--- config.mk ---
export PLATFORM = sky130hd
export DESIGN_NAME = tsb_config_ctrl
export DESIGN_NICKNAME = d
export VERILOG_FILES = /design/src/tsb_pkg.sv /design/src/tsb_line_sync.sv /design/src/tsb_config_ctrl.sv
export SDC_FILE = /design/constraint.sdc
export NUM_CORES = 1
export LEC_CHECK = 0
export BUFFER_PORTS_ARGS = -buffer_cell sky130_fd_sc_hd__clkbuf_2
export CELL_PAD_IN_SITES_DETAIL_PLACEMENT = 2
export CELL_PAD_IN_SITES_GLOBAL_PLACEMENT = 2
export CORE_AREA = 10 10 163 165
export DETAILED_ROUTE_END_ITERATION = 8
export DIE_AREA = 0 0 173 175
export PLACE_DENSITY = 0.86
export SETUP_SLACK_MARGIN = 0.2
export SLEW_MARGIN = 20
export SYNTH_ARGS = -nofsm -noshare
export SYNTH_HDL_FRONTEND = slang
export SYNTH_SLANG_ARGS = --single-unit
export TNS_END_PERCENT = 50
--- constraint.sdc ---
create_clock -name clock -period 3.1 [get_ports clock]
set_input_delay 0.93 -clock clock [delete_from_list [all_inputs] [get_ports clock]]
set_output_delay 0.93 -clock clock [all_outputs]
set_load 0.05 [all_outputs]
--- src/tsb_pkg.sv ---
// Package with register map, field positions and timing constants of the two-wire control block.
package tsb_pkg;
  localparam logic [7:0] CFG_OFS = 8'h2C;
  localparam logic [7:0] HWGC_OFS = 8'h28;
  localparam logic [7:0] ID0_OFS = 8'h38;
  localparam logic [7:0] ID1_OFS = 8'h3C;
  localparam logic [7:0] ID2_OFS = 8'h40;
  localparam logic [7:0] ID3_OFS = 8'h44;
  localparam logic [7:0] STAT_OFS = 8'h50;
  localparam logic [7:0] MASK_OFS = 8'h54;
  localparam logic [7:0] LIVE_OFS = 8'h58;
  localparam logic [7:0] MADR_OFS = 8'h1C;
  localparam int CFG_SLV_EN = 0;
  localparam int CFG_MST_EN = 1;
  localparam int CFG_RSVD = 2;
  localparam int CFG_GC_EN = 3;
  localparam int CFG_HWGC_EN = 4;
  localparam int CFG_NOBACKOFF = 5;
  localparam int CFG_LOOP = 6;
  localparam int CFG_SCL_EN = 7;
  localparam logic [7:0] CFG_RESET = 8'h00;
  localparam logic [7:0] REG_RESET = 8'h00;
  localparam int ST_GC = 0;
  localparam int ST_HWGC = 1;
  localparam int ST_GCRST = 2;
  localparam int ST_GCPROG = 3;
  localparam int ST_ARBLOST = 4;
  localparam int ST_SLVMATCH = 5;
  localparam int ST_WIDTH = 6;
  localparam logic [7:0] GC_ADDR = 8'h00;
  localparam logic [7:0] GC_RESET_CMD = 8'h06;
  localparam logic [7:0] GC_PROG_CMD = 8'h04;
  localparam int CLK_MHZ = 250;
  localparam int SCL_HALF_NS = 1200;
  localparam int SCL_HALF_CYC = SCL_HALF_NS * CLK_MHZ / 1000;
  localparam int BACKOFF_US = 20;
  localparam int BACKOFF_CYC = BACKOFF_US * CLK_MHZ;
  typedef struct packed {
    logic [7:0] adr;
    logic [31:0] dat;
    logic [3:0] sel;
    logic we;
    logic stb;
  } tsb_wbreq_type;
  typedef struct packed {
    logic sclIn;
    logic sdaIn;
  } tsb_pins_type;
  typedef enum logic [1:0] {
    EV_NONE,
    EV_START,
    EV_STOP,
    EV_BIT
  } tsb_event_type;
endpackage : tsb_pkg

--- src/tsb_line_sync.sv ---
// Two-stage synchroniser and edge finder for the serial clock and data lines.
module tsb_line_sync (
  // Clock and reset
  input wire logic clock,
  input wire logic rst_b,
  input wire logic clkEn,
  // Raw lines
  input wire tsb_pkg::tsb_pins_type pinsIn,
  // Synchronised lines and events
  output logic sclSync,
  output logic sdaSync,
  output tsb_pkg::tsb_event_type lineEvent
);
  tsb_pkg::tsb_pins_type meta_r;
  tsb_pkg::tsb_pins_type sync_r;
  tsb_pkg::tsb_pins_type last_r;

  always_ff @(posedge clock or negedge rst_b) begin
    if (!rst_b) begin
      meta_r <= '1;
      sync_r <= '1;
      last_r <= '1;
    end else if (clkEn) begin
      meta_r <= pinsIn;
      sync_r <= meta_r;
      last_r <= sync_r;
    end
  end

  assign sclSync = sync_r.sclIn;
  assign sdaSync = sync_r.sdaIn;

  // Start is data falling with clock high; stop is data rising with clock high.
  always_comb begin
    lineEvent = tsb_pkg::EV_NONE;
    if (sync_r.sclIn && last_r.sclIn && last_r.sdaIn && !sync_r.sdaIn) begin
      lineEvent = tsb_pkg::EV_START;
    end else if (sync_r.sclIn && last_r.sclIn && !last_r.sdaIn && sync_r.sdaIn) begin
      lineEvent = tsb_pkg::EV_STOP;
    end else if (sync_r.sclIn && !last_r.sclIn) begin
      lineEvent = tsb_pkg::EV_BIT;
    end
  end
endmodule : tsb_line_sync

--- src/tsb_config_ctrl.sv ---
// Configuration low byte control of the two-wire controller with Wishbone registers.
// Operation
// - Bit 7 set makes the master drive its serial clock; clear stops it.
// - Bit 6 set loops transmit data back into receive, off the bus.
// - Bit 5 set: after lost arbitration retry at once, no wait.
// - Bit 5 clear: after lost arbitration wait a back-off period before retrying.
// - Bits 4 and 3 set: byte after general call compared to hardware ID.
// - Bit 3 set: slave acknowledges general call address and takes next byte.
// - General call data byte 0x06 resets the serial interface.
// - Any general call sets the general call status flag when enabled.
// - Bit 1 enables the master channel; clear disables it.
// - Bit 0 set: slave matches address against four ID registers.
// - Each of four ID registers holds one slave address to answer.
//
// The implementer's own choices: the Wishbone interface to the registers and the register addresses.
module tsb_config_ctrl #(
  parameter int BACKOFF_CYCLES = tsb_pkg::BACKOFF_CYC
) (
  // Clock, reset and enable
  input wire logic clock,
  input wire logic rst_b,
  input wire logic clkEn,
  // Wishbone slave
  input wire logic wbCyc,
  input wire tsb_pkg::tsb_wbreq_type wbReq,
  output logic [31:0] wbDatO,
  output logic wbAck,
  // Two-wire pins
  input wire tsb_pkg::tsb_pins_type pinsIn,
  output logic sclOut,
  output logic sclOe,
  output logic sdaOut,
  output logic sdaOe,
  // Master side control
  input wire logic mstStart,
  output logic mstBusy,
  output logic mstArbLost,
  // Interrupt
  output logic irq
);
  typedef enum logic [2:0] {
    SL_IDLE,
    SL_ADDR,
    SL_AACK,
    SL_DATA,
    SL_DACK,
    SL_SKIP
  } tsb_slave_type;

  typedef enum logic [1:0] {
    MS_IDLE,
    MS_RUN,
    MS_WAIT
  } tsb_master_type;

  logic [7:0] cfg_r;
  logic [7:0] hwgc_r;
  logic [7:0] mstAdr_r;
  logic [6:0] id_r [4];
  logic [tsb_pkg::ST_WIDTH-1:0] stat_r;
  logic [tsb_pkg::ST_WIDTH-1:0] mask_r;
  logic [tsb_pkg::ST_WIDTH-1:0] evt;
  logic sclSync;
  logic sdaSync;
  logic sclRx;
  logic sdaRx;
  tsb_pkg::tsb_event_type lineEvent;
  tsb_slave_type slv_r;
  tsb_master_type mst_r;
  logic [7:0] shift_r;
  logic [3:0] bitCnt_r;
  logic gcActive_r;
  logic sdaDrvLow_r;
  logic sclFall;
  logic sclLast_r;
  logic gcReset;
  logic [15:0] sclDiv_r;
  logic sclGen_r;
  logic [31:0] backoff_r;
  logic [7:0] mstShift_r;
  logic [3:0] mstBit_r;
  logic wbHit;
  logic wbRd;
  logic wbWr;
  logic [31:0] rdData;
  logic sclDrv;
  logic sdaDrv;

  function automatic logic idMatch(input logic [6:0] ids [4], input logic [6:0] adr);
    logic hit;
    hit = 1'b0;
    for (int k = 0; k < 4; k++) begin
      hit = hit | (ids[k] == adr);
    end
    return hit;
  endfunction : idMatch

  tsb_line_sync uSync (
    .clock(clock),
    .rst_b(rst_b),
    .clkEn(clkEn),
    .pinsIn(pinsIn),
    .sclSync(sclSync),
    .sdaSync(sdaSync),
    .lineEvent(lineEvent)
  );

  // Wishbone classic handshake: one wait cycle, ack for one cycle.
  assign wbHit = wbCyc && wbReq.stb && !wbAck;
  assign wbWr = wbHit && wbReq.we && wbReq.sel[0];
  assign wbRd = wbHit && !wbReq.we;

  always_ff @(posedge clock or negedge rst_b) begin
    if (!rst_b) begin
      wbAck <= 1'b0;
    end else if (clkEn) begin
      wbAck <= wbHit;
    end
  end

  // Configuration and address registers.
  always_ff @(posedge clock or negedge rst_b) begin
    if (!rst_b) begin
      cfg_r <= tsb_pkg::CFG_RESET;
      hwgc_r <= tsb_pkg::REG_RESET;
      mstAdr_r <= tsb_pkg::REG_RESET;
      mask_r <= '0;
      for (int k = 0; k < 4; k++) begin
        id_r[k] <= '0;
      end
    end else if (clkEn) begin
      if (gcReset) begin
        cfg_r <= tsb_pkg::CFG_RESET;
      end else if (wbWr && wbReq.adr == tsb_pkg::CFG_OFS) begin
        cfg_r <= wbReq.dat[7:0];
        cfg_r[tsb_pkg::CFG_RSVD] <= 1'b0;
      end
      if (wbWr && wbReq.adr == tsb_pkg::HWGC_OFS) begin
        hwgc_r <= wbReq.dat[7:0];
      end
      if (wbWr && wbReq.adr == tsb_pkg::MADR_OFS) begin
        mstAdr_r <= wbReq.dat[7:0];
      end
      if (wbWr && wbReq.adr == tsb_pkg::MASK_OFS) begin
        mask_r <= wbReq.dat[tsb_pkg::ST_WIDTH-1:0];
      end
      if (wbWr && wbReq.adr == tsb_pkg::ID0_OFS) id_r[0] <= wbReq.dat[6:0];
      if (wbWr && wbReq.adr == tsb_pkg::ID1_OFS) id_r[1] <= wbReq.dat[6:0];
      if (wbWr && wbReq.adr == tsb_pkg::ID2_OFS) id_r[2] <= wbReq.dat[6:0];
      if (wbWr && wbReq.adr == tsb_pkg::ID3_OFS) id_r[3] <= wbReq.dat[6:0];
    end
  end

  // Read data mux; unmapped addresses read zero.
  always_comb begin
    rdData = '0;
    unique case (wbReq.adr)
      tsb_pkg::CFG_OFS: rdData[7:0] = cfg_r;
      tsb_pkg::HWGC_OFS: rdData[7:0] = hwgc_r;
      tsb_pkg::MADR_OFS: rdData[7:0] = mstAdr_r;
      tsb_pkg::ID0_OFS: rdData[6:0] = id_r[0];
      tsb_pkg::ID1_OFS: rdData[6:0] = id_r[1];
      tsb_pkg::ID2_OFS: rdData[6:0] = id_r[2];
      tsb_pkg::ID3_OFS: rdData[6:0] = id_r[3];
      tsb_pkg::STAT_OFS: rdData[tsb_pkg::ST_WIDTH-1:0] = stat_r;
      tsb_pkg::MASK_OFS: rdData[tsb_pkg::ST_WIDTH-1:0] = mask_r;
      tsb_pkg::LIVE_OFS: rdData[3:0] = {mstBusy, sdaRx, sclRx, gcActive_r};
      default: rdData = '0;
    endcase
  end

  always_ff @(posedge clock or negedge rst_b) begin
    if (!rst_b) begin
      wbDatO <= '0;
    end else if (clkEn) begin
      wbDatO <= wbRd ? rdData : '0;
    end
  end

  // Sticky status: read clears, a new event in the same cycle wins.
  always_ff @(posedge clock or negedge rst_b) begin
    if (!rst_b) begin
      stat_r <= '0;
    end else if (clkEn) begin
      if (wbRd && wbReq.adr == tsb_pkg::STAT_OFS) begin
        stat_r <= evt;
      end else begin
        stat_r <= stat_r | evt;
      end
    end
  end

  assign irq = |(stat_r & mask_r);

  // Loopback feeds driven line levels into the receiver instead of the pins.
  assign sclRx = cfg_r[tsb_pkg::CFG_LOOP] ? !sclDrv : sclSync;
  assign sdaRx = cfg_r[tsb_pkg::CFG_LOOP] ? !sdaDrv : sdaSync;

  always_ff @(posedge clock or negedge rst_b) begin
    if (!rst_b) begin
      sclLast_r <= 1'b1;
    end else if (clkEn) begin
      sclLast_r <= sclRx;
    end
  end

  assign sclFall = sclLast_r && !sclRx;

  // Slave receiver with address match and general call decoding.
  always_ff @(posedge clock or negedge rst_b) begin
    if (!rst_b) begin
      slv_r <= SL_IDLE;
      shift_r <= '0;
      bitCnt_r <= '0;
      gcActive_r <= 1'b0;
      sdaDrvLow_r <= 1'b0;
    end else if (clkEn) begin
      if (!cfg_r[tsb_pkg::CFG_SLV_EN] || lineEvent == tsb_pkg::EV_STOP) begin
        slv_r <= SL_IDLE;
        sdaDrvLow_r <= 1'b0;
        gcActive_r <= 1'b0;
      end else if (lineEvent == tsb_pkg::EV_START) begin
        slv_r <= SL_ADDR;
        bitCnt_r <= '0;
        sdaDrvLow_r <= 1'b0;
        gcActive_r <= 1'b0;
      end else begin
        unique case (slv_r)
          SL_IDLE, SL_SKIP: begin
          end
          SL_ADDR, SL_DATA: begin
            if (lineEvent == tsb_pkg::EV_BIT) begin
              shift_r <= {shift_r[6:0], sdaRx};
              bitCnt_r <= bitCnt_r + 4'h1;
            end else if (sclFall && bitCnt_r == 4'h8) begin
              bitCnt_r <= '0;
              if (slv_r == SL_ADDR) begin
                if (shift_r == tsb_pkg::GC_ADDR && cfg_r[tsb_pkg::CFG_GC_EN]) begin
                  gcActive_r <= 1'b1;
                  sdaDrvLow_r <= 1'b1;
                  slv_r <= SL_AACK;
                end else if (idMatch(id_r, shift_r[7:1])) begin
                  sdaDrvLow_r <= 1'b1;
                  slv_r <= SL_AACK;
                end else begin
                  slv_r <= SL_SKIP;
                end
              end else begin
                sdaDrvLow_r <= 1'b1;
                slv_r <= SL_DACK;
              end
            end
          end
          SL_AACK, SL_DACK: begin
            if (sclFall) begin
              sdaDrvLow_r <= 1'b0;
              slv_r <= SL_DATA;
            end
          end
          default: slv_r <= SL_IDLE;
        endcase
      end
    end
  end

  // Events that set status bits, decoded at the address or data acknowledge or on lost arbitration.
  logic dataDone;
  assign dataDone = slv_r == SL_DATA && sclFall && bitCnt_r == 4'h8;
  assign gcReset = dataDone && gcActive_r && shift_r == tsb_pkg::GC_RESET_CMD;

  always_comb begin
    evt = '0;
    evt[tsb_pkg::ST_GC] = slv_r == SL_ADDR && sclFall && bitCnt_r == 4'h8
      && shift_r == tsb_pkg::GC_ADDR && cfg_r[tsb_pkg::CFG_GC_EN];
    evt[tsb_pkg::ST_HWGC] = dataDone && gcActive_r && cfg_r[tsb_pkg::CFG_HWGC_EN]
      && cfg_r[tsb_pkg::CFG_GC_EN] && shift_r == hwgc_r;
    evt[tsb_pkg::ST_GCRST] = gcReset;
    evt[tsb_pkg::ST_GCPROG] = dataDone && gcActive_r && shift_r == tsb_pkg::GC_PROG_CMD;
    evt[tsb_pkg::ST_ARBLOST] = mstArbLost;
    evt[tsb_pkg::ST_SLVMATCH] = slv_r == SL_ADDR && sclFall && bitCnt_r == 4'h8
      && idMatch(id_r, shift_r[7:1]);
  end

  // Master serial clock divider.
  always_ff @(posedge clock or negedge rst_b) begin
    if (!rst_b) begin
      sclDiv_r <= '0;
      sclGen_r <= 1'b1;
    end else if (clkEn) begin
      if (!cfg_r[tsb_pkg::CFG_SCL_EN] || mst_r != MS_RUN) begin
        sclDiv_r <= '0;
        sclGen_r <= 1'b1;
      end else if (sclDiv_r == 16'(tsb_pkg::SCL_HALF_CYC - 1)) begin
        sclDiv_r <= '0;
        sclGen_r <= !sclGen_r;
      end else begin
        sclDiv_r <= sclDiv_r + 16'h0001;
      end
    end
  end

  // Master address phase with arbitration check and start back-off.
  assign mstArbLost = mst_r == MS_RUN && sclRx && mstShift_r[7] && !sdaRx
    && sclDiv_r == '0;
  assign mstBusy = mst_r != MS_IDLE;

  always_ff @(posedge clock or negedge rst_b) begin
    if (!rst_b) begin
      mst_r <= MS_IDLE;
      mstShift_r <= '0;
      mstBit_r <= '0;
      backoff_r <= '0;
    end else if (clkEn) begin
      if (!cfg_r[tsb_pkg::CFG_MST_EN]) begin
        mst_r <= MS_IDLE;
      end else begin
        unique case (mst_r)
          MS_IDLE: begin
            if (mstStart) begin
              mst_r <= MS_RUN;
              mstShift_r <= mstAdr_r;
              mstBit_r <= '0;
            end
          end
          MS_RUN: begin
            if (mstArbLost) begin
              if (cfg_r[tsb_pkg::CFG_NOBACKOFF]) begin
                mstShift_r <= mstAdr_r;
                mstBit_r <= '0;
              end else begin
                mst_r <= MS_WAIT;
                backoff_r <= 32'(BACKOFF_CYCLES);
              end
            end else if (sclFall && sclGen_r == 1'b0) begin
              mstShift_r <= {mstShift_r[6:0], 1'b1};
              mstBit_r <= mstBit_r + 4'h1;
              if (mstBit_r == 4'h8) begin
                mst_r <= MS_IDLE;
              end
            end
          end
          MS_WAIT: begin
            if (backoff_r == 32'h0000_0001) begin
              mst_r <= MS_RUN;
              mstShift_r <= mstAdr_r;
              mstBit_r <= '0;
            end
            backoff_r <= backoff_r - 32'h0000_0001;
          end
          default: mst_r <= MS_IDLE;
        endcase
      end
    end
  end

  // Open-drain drives: only low is driven; loopback keeps pins released.
  assign sclOut = 1'b0;
  assign sdaOut = 1'b0;
  assign sclDrv = !sclGen_r;
  assign sdaDrv = sdaDrvLow_r || (mst_r == MS_RUN && !mstShift_r[7]);
  assign sclOe = sclDrv && !cfg_r[tsb_pkg::CFG_LOOP];
  assign sdaOe = sdaDrv && !cfg_r[tsb_pkg::CFG_LOOP];
endmodule : tsb_config_ctrl

==> impl_metrics.tcl, run 1 <==
set metrics [dict create \
    run_status "complete, no violations" \
    antenna_found_initial 0 \
    cp-start-kind "flip-flop" \
    clk_latency_ns 0.45 \
    path_clk_slew_ns 0.07 \
    fp.dieArea_sq_um 30300 \
    reg2reg_slack_ns 0.12 \
    grtUsageTotal_pct 20.3 \
    leakage_nw 4.80 \
    place_congestion 0.836 \
    synth_mux_area_share_pct 12.3 \
    first_iter_violations 523 \
    worst-setup-path-type "reg -> reg" \
    ir_worst_vdd_mv 0.345 \
    ant_nets 0 \
    tns_ns 0 \
    synth.avg_cell_area_sq_um 10.3 \
    drc 0 \
    slew_violations 0 \
    vias_per_cell 5.77 \
    numPortBuffers 39 \
    dp.cells 1203 \
    synth_ff_type "dfrtp_1" \
    drive_above_1_share_pct 24.1 \
    via_count 7184 \
    ios 93 \
    hold_violations 0 \
    synthCells 853 \
    required_ns 3.42 \
    finalWirelength_microns 33100 \
    setup-violations-final 0 \
    grt_pass1_wl_microns 49100 \
    die_w_microns 173 \
    clock_sinks 159 \
    seq_area_sq_um 3990 \
    synth_fa_ha_area_share_pct 1.14 \
    cts_made_buffers 17 \
    cts_tree "built" \
    initial_utilization_pct 37.6 \
    yosys_warnings 0 \
    drv_cap 0 \
    crit_fanout 5 \
    yosys.area_share.simple_pct 18.5 \
    diodes 0 \
    core_area_sq_um 23300 \
    finalNonFillerCells 1246 \
    clockBufferDepth 2 \
    fmax_mhz 335 \
    wire_per_inst_microns 26.6 \
    worst_setup_path_end_kind "flip-flop" \
    min_period_ns 2.98 \
    multi_input_area_sq_um 4550 \
    n_fill_cell 2426 \
    worst_pin_slew_ns 0.912 \
    synth_top_family_by_area "simple AND/OR/NAND/NOR gates" \
    netlist_area_sq_um 8750 \
    finalCritPeriodShare_pct 96.2 \
    hpwl_microns 20800 \
    ys_seq_area_share_pct 45.6 \
    synth_cell_types 70 \
    async_flop_share_pct 100 \
    grt_pass1_vias 8193 \
    grt_max_degree 56 \
    crit_arrival_ns 3.30 \
    first_pass_iters 5 \
    fin_skew_ns 0.0131 \
    worstHoldPathType "in -> async" \
    fp.dieH_microns 175 \
    synth_compound_area_share_pct 10.3 \
    grt_setup_unrepaired "true" \
    nNetsFinal 976 \
    rows 56 \
    area_delta_synth_final_pct 16.2 \
    powerDensity_nw_per_um2 477 \
    grt_overflow 0 \
    cts_max_level 4 \
    cts_root_buffer "clkbuf_16" \
    worst_slew_margin_rel_pct 39.0 \
    synth_edf_count 0 \
    synth_xor_area_share_pct 7.61 \
    ys_ff_latch 159 \
    ctsHoldBuffers 0 \
]
-- registers in the layout (all words and copies together) (netlist names), 2 cells and up --
signal        flops
backoff_r        32
bitCnt_r          4
cfg_r             7
hwgc_r            8
id_r             28
mask_r            6
mstAdr_r          8
mstBit_r          4
mstShift_r        8
mst_r             2
sclDiv_r         16
shift_r           8
slv_r             3
stat_r            6
uSync.last_r      2
uSync.meta_r      2
wbDatO            8
-- routing by layer --
layer | up-vias | wire [microns] | track usage [%]
met1 | 3778 | 13100 | 23.1
met5 | - | 0 | 0
met2 | 207 | 17800 | 38.0
li1 | 3124 | - | -
met4 | 0 | 1080 | 6.61
met3 | 75 | 1180 | 3.23
-- worst paths after layout --
| kind | from | endpoint | depth (start not counted) |
|---|---|---|---|
| min in group clock | wbDatO[4]$_DFFE_PN0P_ | wbDatO[4]$_DFFE_PN0P_ | 1 |
| max in group asynchronous | rst_b | shift_r[3]$_DFFE_PN0P_ | 2 |
| hold reg to reg | wbDatO[4]$_DFFE_PN0P_ | wbDatO[4]$_DFFE_PN0P_ | 1 |
| setup / recovery | backoff_r[21]$_DFFE_PN0P_ | mstShift_r[7]$_DFFE_PN0P_ | 7 |
| setup reg to reg | backoff_r[21]$_DFFE_PN0P_ | mstShift_r[7]$_DFFE_PN0P_ | 7 |
| hold / removal | rst_b | sclDiv_r[14]$_DFFE_PN0P_ | 1 |
-- synthesized netlist by cell type, types with 4 or more instances --
cell type / number / area (sq um)
nor3b_1: 4 / 30.0
a21oi_1: 20 / 100
o221ai_1: 4 / 35.0
a22oi_1: 5 / 37.5
and2_1: 5 / 31.3
nor2b_1: 12 / 75.1
o211ai_1: 6 / 45.0
o31ai_1: 4 / 30.0
mux2i_1: 16 / 160
nor3_1: 23 / 115
and3_1: 6 / 37.5
o22ai_1: 5 / 31.3
nor4_1: 13 / 81.3
ha_1: 8 / 100
nor4b_1: 10 / 87.6
dfrtp_1: 151 / 3780
o21ai_0: 28 / 140
inv_1: 16 / 60.1
nand2_1: 82 / 308
a22o_1: 11 / 96.3
or2_2: 4 / 25.0
nand4_1: 20 / 125
or4_4: 4 / 45.0
or3_1: 7 / 43.8
nand3_1: 26 / 130
nand3b_1: 4 / 30.0
clkbuf_1: 34 / 128
nor2_1: 69 / 259
mux2_2: 72 / 811
nand2b_1: 7 / 43.8
xor2_1: 41 / 359
xnor2_1: 35 / 307
buf_4: 26 / 195
dfstp_2: 8 / 210
-- layout make-up --
cell class | count | area share, %
clock buffer | 19 | 4.35
clock inverter | 12 | 1.83
inverter | 16 | 0.590
multi-input combinational | 640 | 44.7
sequential | 159 | 39.2
tap | 319 | 3.92
timing repair buffer | 81 | 5.34
-- power breakdown --
group / switching [mW] / leakage [nW] / internal (mW)
combinational: 0.272 / 2.32 / 0.0901
clock: 0.984 / 0.296 / 1.37
sequential: 0.0321 / 2.19 / 2.11
-- kinds of logic after synthesis --
kind of cell / Yosys count
and+or+nand+nor: 310
DFF: 159
AOI/OAI and AO/OA: 126
muxes: 94
buffers and inverters: 79
xor gates and xnor gates: 76
adders and majority gates: 8
other: 1
-- stage by stage --
step	setup slack [ns]	utilization (%)	power (mW)	hold slack, ns	cell area [sq um]
2_1_floorplan	0.228	-	2.39	0.447	8860
3_3_place_gp	0.213	40.3	2.51	0.468	9370
3_5_place_dp	0.126	40.3	2.52	0.481	9370
4_1_cts	0.194	43.2	4.85	0.468	10100
5_1_grt	0.0523	43.7	5.01	0.483	10200
6_report	0.117	43.7	4.86	0.456	10200
-- what timing repair did --
item	4_1_cts	5_1_grt
pin swaps	5	7
setup buffers	4	8
gates resized for setup	7	15
endpoints found under the setup margin	11	12
gates cloned	0	0
-- cell usage in the layout, fill, tap and decap left out, types with 5 or more instances in the layout --
master	n
mux2_4	5
o211ai_1	6
xnor2_1	35
ha_1	8
nand2_1	81
and3_1	6
clkbuf_2	37
clkbuf_16	17
inv_1	16
a21oi_1	20
nand2b_1	7
and2_1	5
o21ai_0	27
dfrtp_1	150
mux2i_1	16
conb_1	26
nand4_1	20
nor4b_1	9
a22oi_1	5
nor3_1	22
or3_1	7
xor2_1	41
or4_4	5
mux2_2	68
nor4_1	10
nand3_1	25
buf_4	38
a22o_1	11
dfstp_2	8
nor2b_1	12
nor2_1	69
-- critical path: stages (launching register included) --
cell	delay [ns]
dfrtp_1	0.40
or4_4	0.55
or4_4	0.57
o41ai_4	0.47
nand4bb_4	0.21
nor2_8	0.16
buf_6	0.14
mux2_1	0.35
Power figures use the tool's default switching activity.
==> inputs of run 2 (changes only) <==
- CTS_BUF_LIST: unset -> sky130_fd_sc_hd__clkbuf_16
==> run 2 against run 1 <==
Net effect:
- sequential cell count stayed put
- register-to-register slack better by 0.03 ns
- sequential share of layout area is 0.25 points higher
==> impl_metrics.tcl, run 2 (synthesis results as in run 1) <==
set metrics [dict create \
    cts_made_buffers 17 \
    leakage_nw 4.78 \
    crit_buf_inv 1 \
    path_clk_slew_ns 0.07 \
    rows 56 \
    final_cell_mix "149 x dfrtp_1, 82 x nand2_1, 72 x mux2_2, 68 x nor2_1, 41 x xor2_1" \
    crit_fanout 7 \
    min_period_ns 2.95 \
    hold_ws_ns 0.444 \
    cp_common_cell "or4_4" \
    grt_setup_unrepaired "true" \
    crit_arrival_ns 3.24 \
    worst-setup-path-type "reg -> reg" \
    cts_max_level 4 \
    slew_violations 0 \
    regMostFlops "backoff_r" \
    hold_violations 0 \
    post-route-util_pct 43.5 \
    nNetsFinal 974 \
    setup-violations-final 0 \
    initial_utilization_pct 37.6 \
    p_sw_mw 1.26 \
    ant_nets 0 \
    worstHoldPathType "in -> async" \
    run_status "complete, no violations" \
    critPathTopFamily "simple AND/OR/NAND/NOR gates" \
    cp-start-kind "flip-flop" \
    p_clk_share_pct 47.9 \
    grt_max_degree 56 \
    required_ns 3.39 \
    powerDensity_nw_per_um2 474 \
    top_regs "backoff_r: 32 flops, id_r: 28 flops, sclDiv_r: 16 flops" \
    area_delta_synth_final_pct 15.5 \
    fmax_mhz 339 \
    wire_per_inst_microns 25.7 \
    cp_slowest_cell "or4_4" \
    vias_per_cell 5.74 \
    n_fill_cell 2440 \
    antenna_found_initial 0 \
    via_count 7141 \
    largest_reg_flops 32 \
    fp.dieH_microns 175 \
    place_congestion 0.836 \
    intPower_mw 3.54 \
    drive_above_1_share_pct 23.8 \
    drv_cap 0 \
    die_w_microns 173 \
    grt_pass1_vias 8242 \
    grt_pass1_wl_microns 49800 \
    max_stage_delay_ns 0.57 \
    ir_worst_vdd_mv 0.342 \
    comb_power_share_pct 7.5 \
    seqPwrFrac_pct 44.5 \
    drc 0 \
    reg2reg_slack_ns 0.15 \
    first_iter_violations 437 \
    clk_latency_ns 0.44 \
    ctsHoldBuffers 0 \
    fp.dieArea_sq_um 30300 \
    worst_slew_margin_rel_pct 35.8 \
    diodes 0 \
    cts_root_buffer "clkbuf_16" \
    numPortBuffers 39 \
    ios 93 \
    worst_pin_slew_ns 0.960 \
    cp_cell_sequence "or4_4 -> or4_4 -> o41ai_4 -> nand4bb_4 -> buf_4 -> o21ai_0 -> nand2_1" \
    swShare_pct 26.2 \
    cts_tree "built" \
    core_area_sq_um 23300 \
    grtUsageTotal_pct 20.8 \
    finalCritPeriodShare_pct 95.2 \
    finalInstanceArea_sq_um 10100 \
    fin_skew_ns 0.0109 \
    clockBufferDepth 2 \
    hpwl_microns 20800 \
    grt_overflow 0 \
    clock_sinks 159 \
    placed_area_sq_um 9370 \
    first_pass_iters 5 \
    tns_ns 0 \
    final_common_cell "dfrtp_1" \
    worst_setup_path_end_kind "flip-flop" \
    finalWirelength_microns 31900 \
]
-- run 2: worst register-to-register path, delay by kind of cell, from the launching register on --
kind | cells | cell delay (ns)
flops | 1 | 0.41
buf+inv | 1 | 0.21
compound gates | 2 | 0.74
simple gates | 4 | 1.45
-- run 2: through the flow --
step	std cells	power (mW)	worst slack, ns
after floorplan	878	2.39	0.228
after global placement	1203	2.51	0.213
after detailed placement	1203	2.52	0.126
after CTS	1238	4.83	0.197
after global routing	1244	4.96	0.112
final	1244	4.80	0.149
-- run 2: area by class of cell --
cell class | count | area, sq um | share of cell area (%)
timing repair buffer | 78 | 509 | 5.04
inverter | 16 | 60.1 | 0.594
clock inverter | 14 | 194 | 1.92
multi-input combinational | 641 | 4530 | 44.8
sequential | 159 | 3990 | 39.5
clock buffer | 17 | 425 | 4.21
tap | 319 | 399 | 3.95
-- run 2: per-layer routing --
metal | wire length (microns) | global-route usage, % | part of all wire, %
met2 | 17000 | 38.0 | 53
met5 | 0 | 0 | 0
met1 | 12600 | 23.1 | 39
met4 | 1110 | 8.19 | 3.5
met3 | 1260 | 4.23 | 4.0
-- run 2: power groups by stage --
| stage | combinational (mW) | sequential, mW | clock, mW |
|---|---|---|---|
| 2_1_floorplan | 0.222 | 2.17 | 0 |
| 3_3_place_gp | 0.335 | 2.17 | 0 |
| 3_5_place_dp | 0.348 | 2.17 | 0 |
| 4_1_cts | 0.357 | 2.14 | 2.34 |
| 5_1_grt | 0.386 | 2.14 | 2.43 |
| 6_report | 0.362 | 2.14 | 2.30 |
-- run 2: final timing paths --
| kind | cells after the start | to | start |
|---|---|---|---|
| setup / recovery | 7 | mstBit_r[2]$_DFFE_PN0P_ | backoff_r[26]$_DFFE_PN0P_ |
| min in group clock | 1 | wbDatO[4]$_DFFE_PN0P_ | wbDatO[4]$_DFFE_PN0P_ |
| setup reg to reg | 7 | mstBit_r[2]$_DFFE_PN0P_ | backoff_r[26]$_DFFE_PN0P_ |
| hold reg to reg | 1 | wbDatO[4]$_DFFE_PN0P_ | wbDatO[4]$_DFFE_PN0P_ |
| hold / removal | 1 | sclDiv_r[14]$_DFFE_PN0P_ | rst_b |
| max in group asynchronous | 2 | id_r[14]$_DFFE_PN0P_ | rst_b |
-- run 2: what timing repair did --
| action | 4_1_cts | 5_1_grt |
|---|---|---|
| setup endpoints to repair | 11 | 12 |
| gates cloned | 0 | 1 |
| pin swaps | 4 | 1 |
| setup buffers | 4 | 5 |
| resized for setup | 8 | 3 |
==> inputs of run 3 (changes only) <==
- ABC_AREA: unset -> 1
- CORE_AREA: 10 10 163 165 -> 10 10 178 180
- DIE_AREA: 0 0 173 175 -> 0 0 188 190
- PLACE_DENSITY: 0.86 -> 0.87
- SKIP_CTS_REPAIR_TIMING: unset -> 1
==> run 3 against run 2 <==
Net effect:
- first-iteration DRC count rose by 33%
- clock-buffer cell count did not move
- fmax up 4.3%
- critical path type is now reg -> out
- critical endpoint is now mstArbLost
- largest power group unchanged
==> impl_metrics.tcl, run 3 <==
set metrics [dict create \
    synthCells 1337 \
    yosys.area.top_type_share_pct 39.9 \
    clockBufferDepth 2 \
    grt_setup_unrepaired "false" \
    cts_tree "built" \
    clk_latency_ns 0.45 \
    max_stage_delay_ns 0.42 \
    r2r_cells 8 \
    required_ns 2.17 \
    diodes 0 \
    worst_pin_slew_ns 0.682 \
    worst_setup_path_endpoint "mstArbLost" \
    regMostFlops "backoff_r" \
    powerDensity_nw_per_um2 441 \
    rows 62 \
    worst_setup_path_end_kind "output port" \
    post-route-util_pct 38.0 \
    synth_ff_type "dfrtp_1" \
    worstHoldPathType "in -> async" \
    finalWirelength_microns 36700 \
    via_count 9261 \
    n_fill_cell 3354 \
    cts_max_level 4 \
    area_delta_synth_final_pct 13.2 \
    hpwl_microns 25700 \
    synth_edf_count 0 \
    synth.avg_cell_area_sq_um 7.08 \
    async_flop_share_pct 100 \
    crit_fanout 3 \
    vias_per_cell 5.22 \
    cp-startpoint "sclDiv_r[0]$_DFFE_PN0P_" \
    drive_above_1_share_pct 10.2 \
    cp_slowest_cell "dfrtp_1" \
    fp.dieArea_sq_um 35700 \
    synth_common_cells "374 x nand2_1, 184 x nor2_1, 157 x inv_1" \
    yosysMostFrequentCell "nand2_1" \
    ant_nets 0 \
    grt_pass1_wl_microns 58900 \
    grt_max_degree 64 \
    final_common_cell "nand2_1" \
    antenna_found_initial 0 \
    ys_seq_area_share_pct 42.1 \
    top_regs "backoff_r: 32 flops, id_r: 28 flops, sclDiv_r: 16 flops" \
    finalCritPeriodShare_pct 91.3 \
    finalPower_mw 4.73 \
    netlist_area_sq_um 9470 \
    die_w_microns 188 \
    slew_violations 0 \
    largest_reg_flops 32 \
    drv_cap 0 \
    ir_worst_vdd_mv 0.384 \
    initial_utilization_pct 33.5 \
    ys_ff_latch 159 \
    yosys_warnings 0 \
    path_clk_slew_ns 0.08 \
    first_pass_iters 6 \
    crit_buf_inv 3 \
    cp_num_cells 9 \
    ios 93 \
    nNetsFinal 1439 \
    hold_violations 0 \
    wire_per_inst_microns 20.7 \
    drc 0 \
    grt_overflow 0 \
    grt_pass1_vias 10300 \
    yosysTopAreaCell "dfrtp_1" \
    run_status "complete, no violations" \
    first_iter_violations 581 \
    worst-setup-path-type "reg -> out" \
    critPathTopFamily "simple AND/OR/NAND/NOR gates" \
    numPortBuffers 39 \
    synthTopCellsByArea "dfrtp_1 40%, nand2_1 15%, nor2_1 7.3%" \
    cp-start-kind "flip-flop" \
    fmax_mhz 353 \
    fp.dieH_microns 190 \
    place_congestion 0.865 \
    fin_skew_ns 0.0138 \
    synth_cell_types 42 \
    core_area_sq_um 28200 \
    cts_root_buffer "clkbuf_16" \
    cp_cell_sequence "inv_2 -> ha_2 -> nand2_1 -> nor2_1 -> nand2_1 -> nor2_1 -> nand3_2 -> inv_4 -> buf_8" \
    leakage_nw 5.37 \
    grtUsageTotal_pct 20.7 \
    r2r_start "cfg_r[6]$_DFFE_PN0P_" \
    worst_slew_margin_rel_pct 54.4 \
    clock_sinks 159 \
    setup-violations-final 0 \
    final_cell_mix "374 x nand2_1, 184 x nor2_1, 154 x inv_1, 148 x dfrtp_1, 114 x o21ai_0" \
    reg2reg_to "cfg_r[7]$_DFFE_PN0P_" \
    cts_made_buffers 17 \
    reg2reg_slack_ns 0.54 \
    min_period_ns 2.83 \
    crit_arrival_ns 1.90 \
]
## run 3: changes by cell type in the layout (fill, tap and decap cells not counted), moves of 23 or more
| cell | change |
|---|---|
| nand3_1 | +49 |
| mux2_2 | -72 |
| inv_1 | +137 |
| a21oi_1 | +23 |
| o21ai_0 | +86 |
| nand2_1 | +292 |
| nor2_1 | +116 |
## run 3: cell families (layout without fill, tap and decap cells)
group                    after synthesis  in the layout  synth area share, %
AND/OR/NAND/NOR                      706            706                 31.1
buffers and inverters                222            251                 10.1
AO/OA/AOI/OAI                        185            185                 10.3
flip-flops                           159            159                 42.1
XOR/XNOR                              55             55                 5.09
adder cells (fa/ha/maj)                8              8                 1.06
other                                  1             26               0.0396
multiplexers                           1              1                0.106
## run 3: metal layers
metal  GRT usage [%]  vias to the layer above  wire, microns
met5               0                        -              0
met4            8.46                        0           1140
met3            3.42                       61           1220
met1            24.1                     4769          15200
met2            36.9                      194          19100
li1                -                     4237              -
## run 3: layout make-up
cell class	count	area, sq um	area share [%]
clock inverters	15	195	1.82
well taps	384	480	4.48
repair buffers	59	387	3.61
multi-input cells	981	4640	43.3
inverters	160	603	5.63
flip-flops and latches	159	3990	37.2
clock buffers	17	425	3.97
## run 3: how the worst min path moves through the flow
stage / from / to / slack [ns] / cells after the start
after floorplan: sdaDrvLow_r$_DFFE_PN0P_ / sdaDrvLow_r$_DFFE_PN0P_ / 0.44 / 2
after global placement: uSync.meta_r[0]$_DFFE_PN1P_ / uSync.meta_r[0]$_DFFE_PN1P_ / 0.45 / 2
after detailed placement: wbDatO[5]$_DFFE_PN0P_ / wbDatO[5]$_DFFE_PN0P_ / 0.47 / 2
after CTS: rst_b / sclDiv_r[13]$_DFFE_PN0P_ / 0.45 / 1
after global routing: rst_b / sclDiv_r[13]$_DFFE_PN0P_ / 0.46 / 1
final: rst_b / sclDiv_r[13]$_DFFE_PN0P_ / 0.44 / 1
## run 3: power breakdown
group | internal, mW | leakage, nW | switching [mW] | total (mW)
combinational | 0.0498 | 3.03 | 0.241 | 0.291
clock | 1.30 | 0.304 | 1.03 | 2.33
sequential | 2.10 | 2.04 | 0.0127 | 2.11
total | 3.45 | 5.37 | 1.29 | 4.73
## run 3: per-stage QoR
stage / hold WS, ns / instance area [sq um] / TNS, ns / setup WS, ns / cells
floorplan: 0.442 / 9560 / 0 / 0.759 / 1362
global placement: 0.454 / 10100 / 0 / 0.497 / 1742
detailed placement: 0.473 / 10100 / 0 / 0.362 / 1742
CTS: 0.446 / 10700 / -0.0678 / -0.0678 / 1774
global route: 0.464 / 10700 / 0 / 0.176 / 1775
finish: 0.436 / 10700 / 0 / 0.270 / 1775
## run 3: worst register-to-register path, cell delays in order (launching register included)
cell and delay (ns):
dfrtp_2 0.49, nand2_1 0.15, o21ai_4 0.10, nor2_2 0.31, nand2_1 0.19, nor4_2 0.50, nand3_2 0.34, nand3_1 0.16
o21ai_0 0.17
